<file path="config.mk">
export PLATFORM = sky130hd
export DESIGN_NAME = wbc_config_reg
export DESIGN_NICKNAME = d
export VERILOG_FILES = /design/src/verilog/wbc_pkg.sv /design/src/verilog/wbc_decode.sv /design/src/verilog/wbc_config_reg.sv
export SDC_FILE = /design/constraint.sdc
export NUM_CORES = 1
export LEC_CHECK = 0
export ABC_AREA = 1
export BUFFER_PORTS_ARGS = -buffer_cell sky130_fd_sc_hd__buf_4
export CAP_MARGIN = 20
export CORE_UTILIZATION = 30
export CTS_CLUSTER_SIZE = 10
export DETAILED_ROUTE_END_ITERATION = 7
export HOLD_SLACK_MARGIN = 0.05
export PLACE_DENSITY = 0.65
export SLEW_MARGIN = 20
export SYNTH_ARGS = -nofsm -noshare
export SYNTH_HDL_FRONTEND = slang
export SYNTH_SLANG_ARGS = --single-unit
</file>
<file path="constraint.sdc">
create_clock -name clock_i -period 1.1 [get_ports clock_i]
set_input_delay 0 -clock clock_i [delete_from_list [all_inputs] [get_ports clock_i]]
set_output_delay 0 -clock clock_i [all_outputs]
set_load 0.01 [all_outputs]
</file>
<file path="src/verilog/wbc_pkg.sv">
`default_nettype none
package wbc_pkg;
  localparam logic [7:0] WBC_ADDR_WIDTH = 8'h08;
  localparam logic [7:0] WBC_CONFIG_OFFSET = 8'h07;
  localparam logic [7:0] WBC_SECOND_OFFSET = 8'h06;
  localparam logic [7:0] WBC_CONFIG_RESET = 8'hBF;
  localparam logic [7:0] WBC_SECOND_RESET = 8'h4B;
  localparam int WBC_TEMP_MSB = 7;
  localparam int WBC_TEMP_LSB = 5;
  localparam int WBC_VOLT_MSB = 4;
  localparam int WBC_VOLT_LSB = 3;
  localparam int WBC_CURR_MSB = 2;
  localparam int WBC_CURR_LSB = 0;

  typedef struct packed {
    logic [2:0] third_temp_threshold_select;
    logic [1:0] mid_band_term_voltage_select;
    logic [2:0] mid_band_charge_current_select;
  } wbc_fields_t;

  typedef struct packed {
    logic signed [7:0] upper_temp_c;
    logic signed [7:0] lower_temp_c;
    logic [11:0] term_voltage_mv;
    logic [9:0] current_permille;
  } wbc_band_t;

  function automatic logic signed [7:0] wbc_temp_decode(input logic [2:0] code);
    logic signed [7:0] t;
    t = 8'sh00;
    case (code)
      3'h0: t = -8'sd10;
      3'h1: t = 8'sd0;
      3'h2: t = 8'sd10;
      3'h3: t = 8'sd15;
      3'h4: t = 8'sd40;
      3'h5: t = 8'sd45;
      3'h6: t = 8'sd50;
      default: t = 8'sd60;
    endcase
    return t;
  endfunction
endpackage
`default_nettype wire

</file>
<file path="src/verilog/wbc_decode.sv">
`default_nettype none
module wbc_decode
  import wbc_pkg::*;
(
  input wire logic [7:0] config_i,
  input wire logic [2:0] second_code_i,
  output wbc_pkg::wbc_band_t band_o
);
  wbc_fields_t f;
  assign f = wbc_fields_t'(config_i);
  always_comb begin
    band_o.upper_temp_c = wbc_temp_decode(f.third_temp_threshold_select);
    band_o.lower_temp_c = wbc_temp_decode(second_code_i);
    unique case (f.mid_band_term_voltage_select)
      2'h0: band_o.term_voltage_mv = 12'd2000;
      2'h1: band_o.term_voltage_mv = 12'd2050;
      2'h2: band_o.term_voltage_mv = 12'd2075;
      2'h3: band_o.term_voltage_mv = 12'd2100;
    endcase
    unique case (f.mid_band_charge_current_select)
      3'h0: band_o.current_permille = 10'd0;
      3'h1: band_o.current_permille = 10'd250;
      3'h2: band_o.current_permille = 10'd375;
      3'h3: band_o.current_permille = 10'd500;
      3'h4: band_o.current_permille = 10'd625;
      3'h5: band_o.current_permille = 10'd750;
      3'h6: band_o.current_permille = 10'd875;
      3'h7: band_o.current_permille = 10'd1000;
    endcase
  end
endmodule
`default_nettype wire

</file>
<file path="src/verilog/wbc_config_reg.sv">
`default_nettype none
module wbc_config_reg
  import wbc_pkg::*;
(
  input wire logic clock_i,
  input wire logic rst_i,
  input wire logic [7:0] addr_i,
  input wire logic wr_en_i,
  input wire logic [7:0] wr_data_i,
  input wire logic [7:0] second_threshold_i,
  output logic [7:0] rd_data_o,
  output logic [7:0] config_o,
  output wbc_pkg::wbc_band_t band_o
);
  logic [7:0] config_reg, config_next;
  logic [7:0] rd_reg, rd_next;
  wbc_band_t band_comb;
  wbc_band_t band_reg;

  always_comb begin
    config_next = config_reg;
    if (wr_en_i && addr_i == WBC_CONFIG_OFFSET) begin
      config_next = wr_data_i;
    end
  end

  always_comb begin
    rd_next = 8'h00;
    if (addr_i == WBC_CONFIG_OFFSET) begin
      rd_next = config_next;
    end
  end

  always_ff @(posedge clock_i) begin
    if (rst_i) begin
      config_reg <= WBC_CONFIG_RESET;
      rd_reg <= 8'h00;
    end else begin
      config_reg <= config_next;
      rd_reg <= rd_next;
    end
  end

  wbc_decode u_decode (
    .config_i(config_reg),
    .second_code_i(second_threshold_i[WBC_TEMP_MSB:WBC_TEMP_LSB]),
    .band_o(band_comb)
  );

  always_ff @(posedge clock_i) begin
    if (rst_i) begin
      band_reg <= '0;
    end else begin
      band_reg <= band_comb;
    end
  end

  assign rd_data_o = rd_reg;
  assign config_o = config_reg;
  assign band_o = band_reg;

  a_write_lands: assert property (
    @(posedge clock_i) disable iff (rst_i)
    wr_en_i && addr_i == WBC_CONFIG_OFFSET |=> config_o == $past(wr_data_i))
    else $error("write not stored");
  a_hold_value: assert property (
    @(posedge clock_i) disable iff (rst_i)
    !(wr_en_i && addr_i == WBC_CONFIG_OFFSET) |=> $stable(config_o))
    else $error("config changed without write");
  a_read_back: assert property (
    @(posedge clock_i) disable iff (rst_i)
    addr_i == WBC_CONFIG_OFFSET && !wr_en_i |=> rd_data_o == config_o)
    else $error("readback mismatch");
  a_write_through: assert property (
    @(posedge clock_i) disable iff (rst_i)
    wr_en_i && addr_i == WBC_CONFIG_OFFSET |=> rd_data_o == $past(wr_data_i))
    else $error("read during write not new value");
  a_unmapped_read: assert property (
    @(posedge clock_i) disable iff (rst_i)
    addr_i != WBC_CONFIG_OFFSET |=> rd_data_o == 8'h00)
    else $error("unmapped read not zero");
  a_reset_value: assert property (
    @(posedge clock_i)
    rst_i |=> config_o == WBC_CONFIG_RESET)
    else $error("reset value wrong");
  a_reset_read: assert property (
    @(posedge clock_i)
    rst_i |=> rd_data_o == 8'h00)
    else $error("read data not cleared by reset");
  a_reset_band: assert property (
    @(posedge clock_i)
    rst_i |=> band_o == '0)
    else $error("band not cleared by reset");

  a_temp_top: assert property (
    @(posedge clock_i) disable iff (rst_i)
    config_o[WBC_TEMP_MSB:WBC_TEMP_LSB] == 3'h7 |=> band_o.upper_temp_c == 8'sd60)
    else $error("temp decode wrong");
  a_upper_code0: assert property (
    @(posedge clock_i) disable iff (rst_i)
    config_o[WBC_TEMP_MSB:WBC_TEMP_LSB] == 3'h0 |=> band_o.upper_temp_c == -8'sd10)
    else $error("upper edge code 0 wrong");
  a_upper_code1: assert property (
    @(posedge clock_i) disable iff (rst_i)
    config_o[WBC_TEMP_MSB:WBC_TEMP_LSB] == 3'h1 |=> band_o.upper_temp_c == 8'sd0)
    else $error("upper edge code 1 wrong");
  a_upper_code2: assert property (
    @(posedge clock_i) disable iff (rst_i)
    config_o[WBC_TEMP_MSB:WBC_TEMP_LSB] == 3'h2 |=> band_o.upper_temp_c == 8'sd10)
    else $error("upper edge code 2 wrong");
  a_upper_code3: assert property (
    @(posedge clock_i) disable iff (rst_i)
    config_o[WBC_TEMP_MSB:WBC_TEMP_LSB] == 3'h3 |=> band_o.upper_temp_c == 8'sd15)
    else $error("upper edge code 3 wrong");
  a_upper_code4: assert property (
    @(posedge clock_i) disable iff (rst_i)
    config_o[WBC_TEMP_MSB:WBC_TEMP_LSB] == 3'h4 |=> band_o.upper_temp_c == 8'sd40)
    else $error("upper edge code 4 wrong");
  a_upper_code5: assert property (
    @(posedge clock_i) disable iff (rst_i)
    config_o[WBC_TEMP_MSB:WBC_TEMP_LSB] == 3'h5 |=> band_o.upper_temp_c == 8'sd45)
    else $error("upper edge code 5 wrong");
  a_upper_code6: assert property (
    @(posedge clock_i) disable iff (rst_i)
    config_o[WBC_TEMP_MSB:WBC_TEMP_LSB] == 3'h6 |=> band_o.upper_temp_c == 8'sd50)
    else $error("upper edge code 6 wrong");

  a_volt_low: assert property (
    @(posedge clock_i) disable iff (rst_i)
    config_o[WBC_VOLT_MSB:WBC_VOLT_LSB] == 2'h0 |=> band_o.term_voltage_mv == 12'd2000)
    else $error("voltage decode wrong");
  a_volt_code1: assert property (
    @(posedge clock_i) disable iff (rst_i)
    config_o[WBC_VOLT_MSB:WBC_VOLT_LSB] == 2'h1 |=> band_o.term_voltage_mv == 12'd2050)
    else $error("voltage code 1 wrong");
  a_volt_code2: assert property (
    @(posedge clock_i) disable iff (rst_i)
    config_o[WBC_VOLT_MSB:WBC_VOLT_LSB] == 2'h2 |=> band_o.term_voltage_mv == 12'd2075)
    else $error("voltage code 2 wrong");
  a_volt_code3: assert property (
    @(posedge clock_i) disable iff (rst_i)
    config_o[WBC_VOLT_MSB:WBC_VOLT_LSB] == 2'h3 |=> band_o.term_voltage_mv == 12'd2100)
    else $error("voltage code 3 wrong");

  a_curr_full: assert property (
    @(posedge clock_i) disable iff (rst_i)
    config_o[WBC_CURR_MSB:WBC_CURR_LSB] == 3'h7 |=> band_o.current_permille == 10'd1000)
    else $error("current decode wrong");
  a_curr_code0: assert property (
    @(posedge clock_i) disable iff (rst_i)
    config_o[WBC_CURR_MSB:WBC_CURR_LSB] == 3'h0 |=> band_o.current_permille == 10'd0)
    else $error("current code 0 wrong");
  a_curr_code1: assert property (
    @(posedge clock_i) disable iff (rst_i)
    config_o[WBC_CURR_MSB:WBC_CURR_LSB] == 3'h1 |=> band_o.current_permille == 10'd250)
    else $error("current code 1 wrong");
  a_curr_code2: assert property (
    @(posedge clock_i) disable iff (rst_i)
    config_o[WBC_CURR_MSB:WBC_CURR_LSB] == 3'h2 |=> band_o.current_permille == 10'd375)
    else $error("current code 2 wrong");
  a_curr_code3: assert property (
    @(posedge clock_i) disable iff (rst_i)
    config_o[WBC_CURR_MSB:WBC_CURR_LSB] == 3'h3 |=> band_o.current_permille == 10'd500)
    else $error("current code 3 wrong");
  a_curr_code4: assert property (
    @(posedge clock_i) disable iff (rst_i)
    config_o[WBC_CURR_MSB:WBC_CURR_LSB] == 3'h4 |=> band_o.current_permille == 10'd625)
    else $error("current code 4 wrong");
  a_curr_code5: assert property (
    @(posedge clock_i) disable iff (rst_i)
    config_o[WBC_CURR_MSB:WBC_CURR_LSB] == 3'h5 |=> band_o.current_permille == 10'd750)
    else $error("current code 5 wrong");
  a_curr_code6: assert property (
    @(posedge clock_i) disable iff (rst_i)
    config_o[WBC_CURR_MSB:WBC_CURR_LSB] == 3'h6 |=> band_o.current_permille == 10'd875)
    else $error("current code 6 wrong");

  a_lower_edge: assert property (
    @(posedge clock_i) disable iff (rst_i)
    second_threshold_i[WBC_TEMP_MSB:WBC_TEMP_LSB] == 3'h0 |=> band_o.lower_temp_c == -8'sd10)
    else $error("lower edge wrong");
  a_lower_code1: assert property (
    @(posedge clock_i) disable iff (rst_i)
    second_threshold_i[WBC_TEMP_MSB:WBC_TEMP_LSB] == 3'h1 |=> band_o.lower_temp_c == 8'sd0)
    else $error("lower edge code 1 wrong");
  a_lower_code2: assert property (
    @(posedge clock_i) disable iff (rst_i)
    second_threshold_i[WBC_TEMP_MSB:WBC_TEMP_LSB] == 3'h2 |=> band_o.lower_temp_c == 8'sd10)
    else $error("lower edge code 2 wrong");
  a_lower_code3: assert property (
    @(posedge clock_i) disable iff (rst_i)
    second_threshold_i[WBC_TEMP_MSB:WBC_TEMP_LSB] == 3'h3 |=> band_o.lower_temp_c == 8'sd15)
    else $error("lower edge code 3 wrong");
  a_lower_code4: assert property (
    @(posedge clock_i) disable iff (rst_i)
    second_threshold_i[WBC_TEMP_MSB:WBC_TEMP_LSB] == 3'h4 |=> band_o.lower_temp_c == 8'sd40)
    else $error("lower edge code 4 wrong");
  a_lower_code5: assert property (
    @(posedge clock_i) disable iff (rst_i)
    second_threshold_i[WBC_TEMP_MSB:WBC_TEMP_LSB] == 3'h5 |=> band_o.lower_temp_c == 8'sd45)
    else $error("lower edge code 5 wrong");
  a_lower_code6: assert property (
    @(posedge clock_i) disable iff (rst_i)
    second_threshold_i[WBC_TEMP_MSB:WBC_TEMP_LSB] == 3'h6 |=> band_o.lower_temp_c == 8'sd50)
    else $error("lower edge code 6 wrong");
  a_lower_code7: assert property (
    @(posedge clock_i) disable iff (rst_i)
    second_threshold_i[WBC_TEMP_MSB:WBC_TEMP_LSB] == 3'h7 |=> band_o.lower_temp_c == 8'sd60)
    else $error("lower edge code 7 wrong");
endmodule
`default_nettype wire

</file>
==> out/metrics.csv <==
stage;metric;value;unit
floorplanning;Die Height;76.9;um
timing;final setup vio count;0;
setup_path;Critical Path AT;1.28;ns
synth;Distinct cells, synth;21;
cells_and_area;Ant. Diodes;0;
global_routing;vias in the first global route;1252;
detailed_routing;vias per inst;4.09;
global_routing;total track usage;0.121;
cells_and_area;Synth-to-Final Area Change;48.2;%
cells_and_area;fin nets;308;
floorplanning;starting density of the core;0.320;
min_path;Hold Path Class;input port to flop;
timing;Tcrit/Tclk final;0.930;
clock_network;Post-CTS Setup Repair Bufs;0;
synth;Warnings, synthesis;0;
detailed_routing;Iteration-0 DRC Markers;30;
floorplanning;row count;26;
clock_network;Sink Count;45;
floorplanning;IO Pins;81;
power;maximum VDD drop;0.548;mV
clock_network;Clk Latency, worst-skew pair;0.29;ns
timing;RSZ-0062 raised after global routing;false;
floorplanning;area of the die;0.00592;sq mm
cells_and_area;Sequential Area;901;sq um
timing;Final Skew;0.00394;ns
global_routing;Congestion Overflow GR;0;
setup_path;Worst Path Required;1.35;ns
cells_and_area;multi-input logic area;584;sq um
clock_network;CTS tree;built;
setup_path;crit path max fanout;6;
placed_design;final estimated routing congestion in global placement;0.785;
placed_design;post-DP HPWL;2560;um
timing;WHS;0.0842;ns
placed_design;port bufs;75;
synth;Yosys top cell area share;0.535;
timing;TNS Setup;0;ns
synth;area leader, netlist;dfxtp_1;
detailed_routing;DRC;0;
cells_and_area;Fill cells;537;
detailed_routing;vias;1406;
detailed_routing;WL/cell;10.1;um
clock_network;clock-pin slew on the worst setup and hold paths;0.09;ns
setup_path;Critical Path Sink Type;flop;
detailed_routing;WL final;3460;um
synth;Gate Count Post-Synth;190;
floorplanning;Core Region;0.00527;sq mm
global_routing;initial antenna violation count;0;
synth;mean post-synth cell area;8.86;sq um
timing;worst rel slew slack;0.827;
timing;Max Clock Freq;978;MHz
power;Leakage;1.32;nW
synth;Yosys reg bits;45;
synth;Synth Net Count;225;
clock_network;CTS buffer count;5;
detailed_routing;ANT nets after route;0;
clock_network;H-tree levels;2;
synth;Post-Syn Area;0.00168;sq mm
timing;hold violation count in the final report;0;
global_routing;largest net degree at the start of global routing;26;
clock_network;Clk Tree Root Cell;clkbuf_8;
global_routing;first-pass GRT wire length;5600;um
power;Power Density;1290;mW/mm^2
cells_and_area;share of cells above drive strength 1;0.358;
timing;Worst Max-Slew Pin Slew;0.256;ns
timing;final worst path period need;1.02;ns
setup_path;type of the worst setup path;flop to flop;
detailed_routing;drt pass-1 iters;4;
run_status;outcome;finished, final reports clean;
run;max_cap viols;0;
synth;sequential area share after synthesis;0.535;
clock_network;Clock Tree Buf Depth;2;
floorplanning;Die X;76.9;um
synth;synth top area cells;dfxtp_1 (53%), nor2_1 (6.9%), inv_1 (6.0%), ha_1 (5.9%), nand2_1 (5.8%);
timing;Pins Over Slew Limit;0;
setup_path;CP Launch Type;flop;
-- layer usage --
| metal | GRT usage | up-vias | part of all wire |
|---|---|---|---|
| met3 | 0.0393 | 5 | 0.078 |
| li1 | - | 743 | - |
| met1 | 0.135 | 607 | 0.44 |
| met5 | 0 | - | 0 |
| met2 | 0.207 | 51 | 0.47 |
| met4 | 0.0577 | 0 | 0.017 |
-- cell families (layout without fill, tap and decap cells) --
group | after synthesis | count (layout) | synth area share
simple gates | 76 | 76 | 0.224
fa+ha+maj | 8 | 8 | 0.0594
buf+inv | 43 | 127 | 0.120
flops | 45 | 45 | 0.535
compound gates | 18 | 18 | 0.0617
-- area by class of cell --
class | count | area share
sequential | 45 | 0.361
timing repair buffer | 89 | 0.279
multi-input combinational | 102 | 0.234
inverter | 30 | 0.0451
tap | 70 | 0.0351
clock buffer | 5 | 0.0276
clock inverter | 3 | 0.0185
-- cell usage after synthesis --
cell and number:
inv_2 3, nand3_1 2, a211oi_1 3, nand3_4 1, nand3_2 1, nor2_8 2
nand2_4 1, buf_2 3, o22ai_1 1, inv_1 27, o21ai_0 3, nand4_1 8
ha_1 8, nand2_2 3, nor2_1 31, dfxtp_1 45, o21a_1 2, nand2_1 26
buf_4 10, a21oi_1 9, nor3_1 1
-- critical path, cell delays in order, from the launching register on --
cell and delay (ns):
dfxtp_1 0.36, inv_1 0.12, ha_1 0.21, a21oi_2 0.15, o21a_1 0.13
-- through the flow --
stage | cell area, sq um | instances | total power [mW] | util | setup slack (ns)
finish | 2500 | 344 | 3.21 | 0.474 | 0.0772
CTS | 2490 | 344 | 3.25 | 0.473 | 0.0448
global placement | 2270 | 325 | 1.97 | 0.430 | 0.129
detailed placement | 2270 | 325 | 1.98 | 0.430 | 0.0647
floorplan | 1680 | 190 | 1.84 | - | 0.0663
global route | 2500 | 344 | 3.36 | 0.474 | 0.00957
-- repair_timing --
action,in CTS,in global routing
hold endpoints to repair,16,0
hold buffers,11,0
endpoints found under the setup margin,0,1
resized for setup,0,1
-- worst paths after layout --
kind / to / cells past startpoint / slack (ns) / start
hold reg to reg: band_o[0] / 1 / 0.52 / config_o[2]
setup / recovery: band_o[4] / 4 / 0.08 / config_o[1]
hold / removal: config_o[6] / 5 / 0.08 / wr_data_i[6]
setup reg to reg: band_o[4] / 4 / 0.08 / config_o[1]
-- flip-flops by register name, summed over array words and instances, names as in the netlist --
signal     flops
band_o        29
config_o       8
rd_data_o      8
-- power breakdown --
part           internal (mW)  leakage (nW)  switching (mW)
clock                  0.680        0.0543           0.562
sequential              1.67         0.369          0.0107
combinational          0.157         0.893           0.133
total                   2.50          1.32           0.705
-- cell usage in the layout (no fill, tap or decap), types with 3 or more instances in the layout --
cell type	netlist	final
inv_1	27	27
dfxtp_1	45	45
o21ai_0	3	3
nor2_1	31	31
clkbuf_8	0	5
dlygate4sd3_1	0	11
nand4_1	8	8
nand2_1	26	26
nand2_2	3	3
a21oi_1	9	8
ha_1	8	8
inv_2	3	3
a211oi_1	3	3
buf_4	10	78
Note: power is estimated with default switching activity, not from simulation.
